### src/hdl/tdc_pkg.sv
`default_nettype none
// ************************************************************
// constants of the demodulation capture timer
// ************************************************************
package tdc_pkg;
   localparam int unsigned ADDR_W = 8;
   localparam int unsigned DATA_W = 8;
   localparam int unsigned CNT_W = 16;
   localparam int unsigned PRE_W = 7;
   localparam int unsigned STS_W = 3;
   localparam int unsigned FILT_W = 8;
   localparam int unsigned FILT_BASE_BITS = 4;
   // register offsets
   localparam logic [7:0] OFS_CTL_A = 8'h00;
   localparam logic [7:0] OFS_CTL_B = 8'h01;
   localparam logic [7:0] OFS_CTL_C = 8'h02;
   localparam logic [7:0] OFS_CNT_HI = 8'h03;
   localparam logic [7:0] OFS_CNT_LO = 8'h04;
   localparam logic [7:0] OFS_RLD_HI = 8'h05;
   localparam logic [7:0] OFS_RLD_LO = 8'h06;
   localparam logic [7:0] OFS_CAPR_HI = 8'h07;
   localparam logic [7:0] OFS_CAPR_LO = 8'h08;
   localparam logic [7:0] OFS_CAPF_HI = 8'h09;
   localparam logic [7:0] OFS_CAPF_LO = 8'h0a;
   localparam logic [7:0] OFS_FILT = 8'h0b;
   localparam logic [7:0] OFS_PTR = 8'h0c;
   localparam logic [7:0] OFS_ALTF = 8'h0d;
   localparam logic [7:0] OFS_IEN_HI = 8'h0e;
   localparam logic [7:0] OFS_IEN_LO = 8'h0f;
   localparam logic [7:0] OFS_STS = 8'h10;
   localparam logic [7:0] OFS_MSK = 8'h11;
   // field positions
   localparam int unsigned CTLA_MODE_LSB = 4;
   localparam int unsigned CTLB_TEN = 7;
   localparam int unsigned CTLB_ICFG_LSB = 1;
   localparam int unsigned CTLC_CSC = 7;
   localparam int unsigned CTLC_EDGE_POLARITY_LOW = 6;
   localparam int unsigned CTLC_EDGE_POLARITY_HIGH = 4;
   localparam int unsigned CTLC_CLOCK_DIVIDER_SELECT_LSB = 1;
   localparam int unsigned CTLC_COUNT_CLOCK_SOURCE = 0;
   localparam int unsigned NFC_EN = 7;
   localparam int unsigned NFC_CTL_LSB = 4;
   localparam int unsigned IEN_TMR_BIT = 5;
   localparam int unsigned ALTF_IN = 0;
   localparam int unsigned ALTF_OUT = 1;
   localparam int unsigned STS_RISE = 0;
   localparam int unsigned STS_FALL = 1;
   localparam int unsigned STS_RLD = 2;
   // codes and reset values
   localparam logic [3:0] MODE_DEMOD = 4'hc;
   localparam logic [1:0] ICFG_CAPTURE = 2'h2;
   localparam logic [1:0] ICFG_RELOAD = 2'h3;
   localparam logic [1:0] POL_RISE = 2'h0;
   localparam logic [1:0] POL_FALL = 2'h1;
   localparam logic [7:0] SUBREG_ALTF = 8'h02;
   localparam logic [2:0] STS_CAP_MASK = 3'h3;
   localparam logic [2:0] STS_RLD_MASK = 3'h4;
   localparam logic [2:0] STS_ALL_MASK = 3'h7;
   localparam logic [7:0] RST_BYTE = 8'h00;
   localparam logic [15:0] RST_WORD = 16'h0000;
   typedef enum logic [1:0] {
      TDC_IDLE = 2'h0,
      TDC_WAIT = 2'h1,
      TDC_RUN = 2'h3
   } tdc_state_t;
endpackage : tdc_pkg
`default_nettype wire

### src/hdl/tdc_noise_filter.sv
`timescale 1ns/1ns
`default_nettype none
// ************************************************************
// up/down counting input noise filter
// ************************************************************
module tdc_noise_filter #(
   parameter int unsigned W = tdc_pkg::FILT_W
) (
   input wire logic clk_sys_in,
   input wire logic nrst_in,
   input wire logic en_in,
   input wire logic [2:0] ctl_in,
   input wire logic din_in,
   output logic dout_out
);
   typedef struct packed {
      logic [W-1:0] cnt;
      logic out;
   } tdc_filt_t;

   tdc_filt_t r_ff;
   tdc_filt_t nxt_r;
   logic [W-1:0] top;
   int unsigned nb;

   // counter span grows with the control code, capped at the full width
   always_comb
   begin
      nb = int'(ctl_in) + tdc_pkg::FILT_BASE_BITS;
      if (nb > W)
      begin
         nb = W;
      end
      top = {W{1'b1}} >> (W - nb);
      nxt_r = r_ff;
      if (!en_in)
      begin
         // bypass keeps the count clear so enabling starts clean
         nxt_r.cnt = '0;
         nxt_r.out = din_in;
      end
      else if (din_in && r_ff.cnt < top)
      begin
         nxt_r.cnt = r_ff.cnt + 1'b1;
      end
      else if (!din_in && r_ff.cnt != '0)
      begin
         nxt_r.cnt = r_ff.cnt - 1'b1;
      end
      // output only flips at the rails, so short glitches die out
      if (en_in && r_ff.cnt >= top)
      begin
         nxt_r.out = 1'b1;
      end
      else if (en_in && r_ff.cnt == '0)
      begin
         nxt_r.out = 1'b0;
      end
   end

   always_ff @(posedge clk_sys_in or negedge nrst_in)
   begin
      if (!nrst_in)
      begin
         r_ff <= '0;
      end
      else
      begin
         r_ff <= nxt_r;
      end
   end

   assign dout_out = r_ff.out;
endmodule : tdc_noise_filter
`default_nettype wire

### src/hdl/tdc_timer.sv
// Functional notes
// - demodulation runs only while the mode field holds 1100B
// - interrupt config 10B passes capture events only, not reload
// - polarity pair 10 triggers and captures on both edges
// - prescaler code 000B divides the count clock by one
// - count clock source one counts on the 32kHz peripheral clock
// - capture source zero takes events from the timer pin
// - filter enable bit; control 100B gives an 8-bit up/down filter
// - timer halts while run enable is zero; software sets it last
// - once enabled, wait for a trigger edge, then count each tick
// - rising edge copies count to rising capture, flags, keeps counting
// - falling edge copies count to falling capture, flags, keeps counting
// - at the reload value set reload flag and restore start value
// - reload value is high byte and low byte joined
// - start value comes from count high and low bytes
// - output delay and input capture select do nothing here
// - pointer value 02H selects the alternate function subregister
// - altfunc bit 0 routes pin to input, bit 1 output to pin
// - interrupt masked when both enable bits 5 are zero
`timescale 1ns/1ns
`default_nettype none
module tdc_timer (
   input wire logic clk_sys_in,
   input wire logic nrst_in,
   input wire logic [7:0] addr_in,
   input wire logic [7:0] wdata_in,
   input wire logic wr_in,
   input wire logic rd_in,
   output logic [7:0] rdata_out,
   input wire logic tin_pin_in,
   input wire logic alt_src_in,
   input wire logic periph_clk_in,
   output logic tout_out,
   output logic tout_oe_out,
   output logic irq_out
);
   typedef struct packed {
      logic [7:0] ctl_a;
      logic [7:0] ctl_b;
      logic [7:0] ctl_c;
      logic [7:0] nfc;
      logic [7:0] ptr;
      logic [7:0] altf;
      logic [7:0] ien_h;
      logic [7:0] ien_l;
      logic [15:0] start;
      logic [15:0] reload;
      logic [15:0] cap_r;
      logic [15:0] cap_f;
      logic [15:0] cnt;
      logic [2:0] sts;
      logic [2:0] msk;
      logic [6:0] pre;
      tdc_pkg::tdc_state_t st;
      logic tin_s1;
      logic tin_s2;
      logic alt_s1;
      logic alt_s2;
      logic ck_s1;
      logic ck_s2;
      logic ck_d;
      logic src_d;
      logic tout;
      logic [7:0] rdata;
   } tdc_regs_t;

   tdc_regs_t r_ff;
   tdc_regs_t nxt_r;
   logic filt_out;
   logic src;
   logic ev_rise;
   logic ev_fall;
   logic rise_en;
   logic fall_en;
   logic trig;
   logic src_tick;
   logic cnt_en;
   logic demod;
   logic timer_run_enable;
   logic [1:0] pol;
   logic [2:0] clock_divider_select;
   logic [6:0] pmask;
   logic [2:0] sts_set;
   logic [2:0] sts_clr;
   logic [2:0] icfg_mask;
   logic irq_gate;

   // ************************************************************
   // input path
   // ************************************************************

   tdc_noise_filter #(
      .W(tdc_pkg::FILT_W)
   ) u_filt (
      .clk_sys_in(clk_sys_in),
      .nrst_in(nrst_in),
      .en_in(r_ff.nfc[tdc_pkg::NFC_EN]),
      .ctl_in(r_ff.nfc[tdc_pkg::NFC_CTL_LSB +: 3]),
      .din_in(r_ff.tin_s2),
      .dout_out(filt_out)
   );

   // control fields decoded once
   always_comb
   begin
      timer_run_enable = r_ff.ctl_b[tdc_pkg::CTLB_TEN];
      demod = (r_ff.ctl_a[tdc_pkg::CTLA_MODE_LSB +: 4] == tdc_pkg::MODE_DEMOD);
      pol = {r_ff.ctl_c[tdc_pkg::CTLC_EDGE_POLARITY_HIGH], r_ff.ctl_c[tdc_pkg::CTLC_EDGE_POLARITY_LOW]};
      clock_divider_select = r_ff.ctl_c[tdc_pkg::CTLC_CLOCK_DIVIDER_SELECT_LSB +: 3];
   end

   // event source and edge detection; a pin not routed reads as low
   always_comb
   begin
      if (r_ff.ctl_c[tdc_pkg::CTLC_CSC])
      begin
         src = r_ff.alt_s2;
      end
      else
      begin
         src = filt_out & r_ff.altf[tdc_pkg::ALTF_IN];
      end
      ev_rise = src & ~r_ff.src_d;
      ev_fall = ~src & r_ff.src_d;
      rise_en = (pol != tdc_pkg::POL_FALL);
      fall_en = (pol != tdc_pkg::POL_RISE);
      trig = (ev_rise & rise_en) | (ev_fall & fall_en);
   end

   // ************************************************************
   // count clock and prescaler
   // ************************************************************

   always_comb
   begin
      if (r_ff.ctl_c[tdc_pkg::CTLC_COUNT_CLOCK_SOURCE])
      begin
         src_tick = r_ff.ck_s2 & ~r_ff.ck_d;
      end
      else
      begin
         src_tick = 1'b1;
      end
      pmask = 7'((8'h01 << clock_divider_select) - 8'h01);
      cnt_en = src_tick && (r_ff.pre == pmask);
   end

   // ************************************************************
   // interrupt
   // ************************************************************

   // sticky flags stay visible even when config keeps them off the line
   always_comb
   begin
      case (r_ff.ctl_b[tdc_pkg::CTLB_ICFG_LSB +: 2])
         tdc_pkg::ICFG_CAPTURE: icfg_mask = tdc_pkg::STS_CAP_MASK;
         tdc_pkg::ICFG_RELOAD: icfg_mask = tdc_pkg::STS_RLD_MASK;
         default: icfg_mask = tdc_pkg::STS_ALL_MASK;
      endcase
      irq_gate = r_ff.ien_h[tdc_pkg::IEN_TMR_BIT] | r_ff.ien_l[tdc_pkg::IEN_TMR_BIT];
   end

   assign irq_out = irq_gate && ((r_ff.sts & r_ff.msk & icfg_mask) != '0);

   // ************************************************************
   // main next state
   // ************************************************************

   always_comb
   begin
      nxt_r = r_ff;
      sts_set = '0;
      sts_clr = '0;
      // synchronisers: first stage feeds only the second
      nxt_r.tin_s1 = tin_pin_in;
      nxt_r.tin_s2 = r_ff.tin_s1;
      nxt_r.alt_s1 = alt_src_in;
      nxt_r.alt_s2 = r_ff.alt_s1;
      nxt_r.ck_s1 = periph_clk_in;
      nxt_r.ck_s2 = r_ff.ck_s1;
      nxt_r.ck_d = r_ff.ck_s2;
      nxt_r.src_d = src;
      nxt_r.rdata = tdc_pkg::RST_BYTE;

      // register writes; delay and capture select bits are stored but unused
      if (wr_in)
      begin
         case (addr_in)
            tdc_pkg::OFS_CTL_A: nxt_r.ctl_a = wdata_in;
            tdc_pkg::OFS_CTL_B: nxt_r.ctl_b = wdata_in;
            tdc_pkg::OFS_CTL_C: nxt_r.ctl_c = wdata_in;
            tdc_pkg::OFS_CNT_HI:
            begin
               if (!timer_run_enable)
               begin
                  nxt_r.start[15:8] = wdata_in;
                  nxt_r.cnt[15:8] = wdata_in;
               end
            end
            tdc_pkg::OFS_CNT_LO:
            begin
               if (!timer_run_enable)
               begin
                  nxt_r.start[7:0] = wdata_in;
                  nxt_r.cnt[7:0] = wdata_in;
               end
            end
            tdc_pkg::OFS_RLD_HI: nxt_r.reload[15:8] = wdata_in;
            tdc_pkg::OFS_RLD_LO: nxt_r.reload[7:0] = wdata_in;
            tdc_pkg::OFS_CAPR_HI: nxt_r.cap_r[15:8] = wdata_in;
            tdc_pkg::OFS_CAPR_LO: nxt_r.cap_r[7:0] = wdata_in;
            tdc_pkg::OFS_CAPF_HI: nxt_r.cap_f[15:8] = wdata_in;
            tdc_pkg::OFS_CAPF_LO: nxt_r.cap_f[7:0] = wdata_in;
            tdc_pkg::OFS_FILT: nxt_r.nfc = wdata_in;
            tdc_pkg::OFS_PTR: nxt_r.ptr = wdata_in;
            tdc_pkg::OFS_ALTF:
            begin
               if (r_ff.ptr == tdc_pkg::SUBREG_ALTF)
               begin
                  nxt_r.altf = wdata_in;
               end
            end
            tdc_pkg::OFS_IEN_HI: nxt_r.ien_h = wdata_in;
            tdc_pkg::OFS_IEN_LO: nxt_r.ien_l = wdata_in;
            tdc_pkg::OFS_STS: sts_clr = wdata_in[2:0];
            tdc_pkg::OFS_MSK: nxt_r.msk = wdata_in[2:0];
            default: nxt_r.rdata = tdc_pkg::RST_BYTE;
         endcase
      end

      // register reads, answered in the next cycle only
      if (rd_in)
      begin
         case (addr_in)
            tdc_pkg::OFS_CTL_A: nxt_r.rdata = r_ff.ctl_a;
            tdc_pkg::OFS_CTL_B: nxt_r.rdata = r_ff.ctl_b;
            tdc_pkg::OFS_CTL_C: nxt_r.rdata = r_ff.ctl_c;
            tdc_pkg::OFS_CNT_HI: nxt_r.rdata = r_ff.cnt[15:8];
            tdc_pkg::OFS_CNT_LO: nxt_r.rdata = r_ff.cnt[7:0];
            tdc_pkg::OFS_RLD_HI: nxt_r.rdata = r_ff.reload[15:8];
            tdc_pkg::OFS_RLD_LO: nxt_r.rdata = r_ff.reload[7:0];
            tdc_pkg::OFS_CAPR_HI: nxt_r.rdata = r_ff.cap_r[15:8];
            tdc_pkg::OFS_CAPR_LO: nxt_r.rdata = r_ff.cap_r[7:0];
            tdc_pkg::OFS_CAPF_HI: nxt_r.rdata = r_ff.cap_f[15:8];
            tdc_pkg::OFS_CAPF_LO: nxt_r.rdata = r_ff.cap_f[7:0];
            tdc_pkg::OFS_FILT: nxt_r.rdata = r_ff.nfc;
            tdc_pkg::OFS_PTR: nxt_r.rdata = r_ff.ptr;
            tdc_pkg::OFS_ALTF:
            begin
               if (r_ff.ptr == tdc_pkg::SUBREG_ALTF)
               begin
                  nxt_r.rdata = r_ff.altf;
               end
            end
            tdc_pkg::OFS_IEN_HI: nxt_r.rdata = r_ff.ien_h;
            tdc_pkg::OFS_IEN_LO: nxt_r.rdata = r_ff.ien_l;
            tdc_pkg::OFS_STS: nxt_r.rdata = {5'h00, r_ff.sts};
            tdc_pkg::OFS_MSK: nxt_r.rdata = {5'h00, r_ff.msk};
            default: nxt_r.rdata = tdc_pkg::RST_BYTE;
         endcase
      end

      // prescaler only runs while counting so every start is aligned
      if (r_ff.st != tdc_pkg::TDC_RUN)
      begin
         nxt_r.pre = '0;
      end
      else if (src_tick)
      begin
         nxt_r.pre = cnt_en ? '0 : r_ff.pre + 1'b1;
      end

      // timer sequence
      case (r_ff.st)
         tdc_pkg::TDC_IDLE:
         begin
            if (timer_run_enable && demod)
            begin
               nxt_r.st = tdc_pkg::TDC_WAIT;
               nxt_r.cnt = r_ff.start;
            end
         end
         tdc_pkg::TDC_WAIT:
         begin
            if (trig)
            begin
               nxt_r.st = tdc_pkg::TDC_RUN;
            end
         end
         tdc_pkg::TDC_RUN:
         begin
            if (cnt_en && r_ff.cnt == r_ff.reload)
            begin
               nxt_r.cnt = r_ff.start;
               nxt_r.tout = ~r_ff.tout;
               sts_set[tdc_pkg::STS_RLD] = 1'b1;
            end
            else if (cnt_en)
            begin
               nxt_r.cnt = r_ff.cnt + 1'b1;
            end
            if (ev_rise && rise_en)
            begin
               nxt_r.cap_r = r_ff.cnt;
               sts_set[tdc_pkg::STS_RISE] = 1'b1;
            end
            if (ev_fall && fall_en)
            begin
               nxt_r.cap_f = r_ff.cnt;
               sts_set[tdc_pkg::STS_FALL] = 1'b1;
            end
         end
         default: nxt_r.st = tdc_pkg::TDC_IDLE;
      endcase

      if (!timer_run_enable || !demod)
      begin
         nxt_r.st = tdc_pkg::TDC_IDLE;
      end

      // a new event beats a clear written in the same cycle
      nxt_r.sts = (r_ff.sts & ~sts_clr) | sts_set;
   end

   // state register
   always_ff @(posedge clk_sys_in or negedge nrst_in)
   begin
      if (!nrst_in)
      begin
         r_ff <= '0;
      end
      else
      begin
         r_ff <= nxt_r;
      end
   end

   assign rdata_out = r_ff.rdata;
   assign tout_out = r_ff.tout;
   assign tout_oe_out = r_ff.altf[tdc_pkg::ALTF_OUT];
endmodule : tdc_timer
`default_nettype wire

### config.mk
export PLATFORM = sky130hd
export DESIGN_NAME = tdc_timer
export DESIGN_NICKNAME = d
export VERILOG_FILES = /design/src/hdl/tdc_pkg.sv /design/src/hdl/tdc_noise_filter.sv /design/src/hdl/tdc_timer.sv
export SDC_FILE = /design/constraint.sdc
export NUM_CORES = 1
export LEC_CHECK = 0
export ABC_CLOCK_PERIOD_IN_PS = 7300
export CORE_MARGIN = 1
export CORE_UTILIZATION = 70
export CTS_BUF_LIST = sky130_fd_sc_hd__clkbuf_8
export DETAILED_ROUTE_END_ITERATION = 12
export DONT_BUFFER_PORTS = 1
export GPL_ROUTABILITY_DRIVEN = 0
export HOLD_SLACK_MARGIN = 0.15
export PLACE_DENSITY = 0.9
export SYNTH_ARGS = -nofsm -noshare
export SYNTH_HDL_FRONTEND = slang
export SYNTH_SLANG_ARGS = --single-unit
### constraint.sdc
create_clock -name clk_sys_in -period 7.3 [get_ports clk_sys_in]
set_clock_uncertainty 0.1 [all_clocks]
set_input_delay 0.73 -clock clk_sys_in [delete_from_list [all_inputs] [get_ports clk_sys_in]]
set_output_delay 0.73 -clock clk_sys_in [all_outputs]
set_load 0.02 [all_outputs]
==> results.txt <==
After clock tree synthesis, the repair step resized 0 gates. Clock tree synthesis found a total of 185 sinks. The average footprint of a synthesized cell is 10.3 um2. The peak supply drop came out at 0.000163 V.

The number of cells produced by synthesis came out at 1,008. Setup repair after global routing left no endpoint under its margin. The synthesis-to-layout area growth came out at 3.03%.

The transition time at the pin with the least slew margin is 1340 ps. The root buffer cell is sky130_fd_sc_hd__clkbuf_8. The Yosys step of the flow raised 0 warnings. The share of the Yosys chip area taken by registers is 0.446. The power density over cell area came out at 188 mW/mm2. The max-slew violation total from the final report came out at 0. The post-layout minimum cycle time came out at 4920 ps.

The worst hold path belongs to the class primary input to async pin. The post-synthesis sequential element count is 185. The area share of xor/xnor cells in the synthesized design came out at 0.0371. The clock network fraction of design power is 0.350. The worst setup path is launched from a register. Static timing analysis puts the maximum clock frequency at 0.203 GHz. The proportion of synthesized flip-flops having asynchronous set or reset came out at 1.00. The number of maximum-capacitance violations is 0.

The internal reg-to-reg setup slack is 2380 ps. The core footprint is 0.0145 mm2. The detailed-placement wirelength estimate is 17.5 mm.

By instance count, the cell type seen most on the critical path is sky130_fd_sc_hd__ha_1. The arrival time at the worst endpoint came out at 5220 ps. The I/O pin total came out at 34. The worst setup path is captured at a register. The combinational group share of total power came out at 0.097. Walking the worst path, the cells encountered are inv_1, nand2_1, ha_1, nand2b_1, a21boi_0, o21ai_0, ha_1, and4b_1, a211oi_1, o221a_2, and2_1, inv_1, ha_1, a21oi_1, o21ai_0, a2111oi_0, nor3_1, mux2i_1, mux2i_1. The count of final setup violators is 0. The post-CTS setup buffer count came out at 0. The maximum number of pins on one net before global-route repair came out at 186. The CTS buffer count is 17. The post-detailed-routing wire length is 27.1 mm.

The height of the die is 124 um. The total global-route track usage is 0.369. In this run the critical register-to-register path is launched from r_ff[150]. The cell area that synthesis handed to floorplanning was 0.0104 mm2.

The clock passes through at most 2 buffers. The wire length of the first global-routing pass is 41.9 mm. The prevailing post-synth register cell is sky130_fd_sc_hd__dfrtp_1. The number of antenna violations at the first check in global routing came out at 0.

The design draws 2.01 mW. The register share of total power is 0.553. The average detailed-routed wire length per instance came out at 23.8 um. The width of the die came out at 124 um. After clock tree synthesis, the clock-pin slew on the worst setup and hold paths is 90 ps. The number of port buffers is 0. The H-tree generated during clock tree synthesis spans 4 levels.

The clock tree from TritonCTS is built. The ratio of final minimum period to clock period came out at 0.674. The via-per-instance ratio is 7.21.

In this run the power spent charging and discharging nets is 0.566 mW. Of the total power, the share spent switching nets is 0.281. The post-synth net total is 1,055. The most common library cell in the layout ignoring fill and taps is sky130_fd_sc_hd__dfrtp_1. The number of antenna-violating nets in the routed design came out at 0. The leftover overflow at the end of global routing is 0. Summing over every cut layer, the via total after detailed routing is 8,209. The number of detailed-routing iterations run before antenna repair came out at 7. The count of antenna diodes in the layout is 0.

The buffering stage count on the worst path with inverters included is 2. The slowest stage cell on the critical path is sky130_fd_sc_hd__dfrtp_1. The library cells used most frequently in the layout, excluding fill and tap cells, are sky130_fd_sc_hd__dfrtp_1 (185), sky130_fd_sc_hd__mux2_2 (104), sky130_fd_sc_hd__nand2_1 (79), sky130_fd_sc_hd__mux2i_1 (67), sky130_fd_sc_hd__a21oi_1 (59). The post-synthesis adder-cell area fraction is 0.0297. The largest single stage delay on the critical path is 480 ps.

In this run the critical register-to-register path is captured at u_filt.r_ff[8]. The compound-cell area share of the yosys netlist is 0.138. Data on the critical path is required at its endpoint by 7600 ps. Of the total synthesized cell area, the portion taken by AND, OR, NAND and NOR gates is 0.121. The floorplan step defined a die boundary enclosing 0.0153 mm2. The relative max-transition margin is 0.106.

The clock latency at the later pin of the worst-skew pair came out at 480 ps. The highest fanout seen on the critical path is 7. The portion of synthesized area spent on multiplexers is 0.180.

Counting the fill cells in the layout gives 962. The family with the most delay on the worst path is compound AO/OA/AOI/OAI gates. Counting flops with a built-in enable in the synthesized netlist gives 0.

The number of remaining DRC errors came out at 0. The number of cells on the worst reg-to-reg path came out at 19. The internal power contribution came out at 1.45 mW. After clock tree synthesis, the flow added hold-fix buffers numbering 2. The via count of the first global-routing pass is 7,939.

For this configuration, the core starts out at a cell density of 0.716. The netlist uses 72 different library cells. The combinational family with the most area after synthesis is multiplexers.

The static leakage is 4.72 nW. In the final layout, the share of cells above drive strength 1 is 0.163. The critical setup path kind is register to register. The violation count after the first detailed-routing iteration came out at 1,099. The number of rows in the core area came out at 44. The flow ran to the end, and the final reports show no timing, DRC or antenna violations.

The setup TNS came out at 0 ps. The net count of the finished layout came out at 989. The count of endpoints failing hold in the final timing report came out at 0.
-- cell usage after synthesis, drive strengths merged (9+ instances only) --
cell | number | area, um2
mux2 | 106 | 1190
nand2 | 79 | 297
nor2 | 55 | 219
a21oi | 59 | 295
nand4 | 11 | 68.8
a221oi | 20 | 181
ha | 23 | 288
clkbuf | 71 | 267
nand3 | 37 | 185
o21ai | 49 | 245
xnor2 | 35 | 307
a31oi | 9 | 56.3
inv | 25 | 93.8
xor2 | 9 | 78.8
mux2i | 67 | 671
dfrtp | 185 | 4630
and3 | 10 | 62.6
a22oi | 15 | 113
buf | 21 | 135
a221o | 12 | 120
-- final cells by class --
class	instances	area [um2]	share of cell area
clock buffer	18	248	0.0232
clock inverter	14	149	0.0139
inverter	25	93.8	0.00878
multi-input combinational	706	5260	0.492
sequential	185	4630	0.433
tap	184	230	0.0215
timing repair buffer	7	77.6	0.00726
-- power by group through the flow --
stage | Sequential, mW | Combinational (mW) | Clock (mW)
2_1_floorplan | 1.10 | 0.169 | 0
3_3_place_gp | 1.13 | 0.160 | 0
3_5_place_dp | 1.13 | 0.169 | 0
4_1_cts | 1.11 | 0.192 | 0.708
5_1_grt | 1.12 | 0.214 | 0.748
6_report | 1.11 | 0.194 | 0.705
-- flip-flops by register name, indices dropped and copies added (netlist names) --
name and flops:
nxt_r 4, tout_oe_out 1, r_ff 157, pol 2, rdata_out 8, u_filt.dout_out 1, u_filt.r_ff 8, clock_divider_select 3
tout_out 1
-- worst max-delay path by stage --
stage / startpoint / end / slack, ps / depth (start not counted)
floorplan: r_ff[150] / u_filt.r_ff[8] / 2940 / 21
global placement: r_ff[150] / u_filt.r_ff[8] / 2790 / 19
detailed placement: r_ff[150] / u_filt.r_ff[8] / 2400 / 19
CTS: r_ff[150] / u_filt.r_ff[8] / 2370 / 19
global route: r_ff[150] / u_filt.r_ff[8] / 1940 / 19
finish: r_ff[150] / u_filt.r_ff[8] / 2380 / 19
-- metrics by stage --
stage	cell area (um2)	util	worst slack (ps)	hold slack (ps)	cells
finish	10700	0.738	2380	102	1139
global placement	10200	0.707	2790	232	1104
global route	10700	0.738	1940	155	1139
floorplan	10400	-	2940	231	1008
detailed placement	10200	0.707	2400	236	1104
CTS	10700	0.737	2370	153	1138
-- logic make-up after synthesis --
logic type / after synthesis
AO/OA/AOI/OAI: 214
XOR/XNOR: 44
flip-flops: 185
adder cells (fa/ha/maj): 24
AND/OR/NAND/NOR: 251
multiplexers: 173
buffers and inverters: 117
-- layer usage --
layer	routed length [um]	part of all wire	GRT usage	vias up
li1	-	-	-	3500
met1	10400	0.38	0.479	4019
met2	12600	0.46	0.561	568
met3	2760	0.10	0.0962	122
met4	1360	0.050	0.212	0
met5	0	0	0	-
Power figures use the tool's default switching activity.
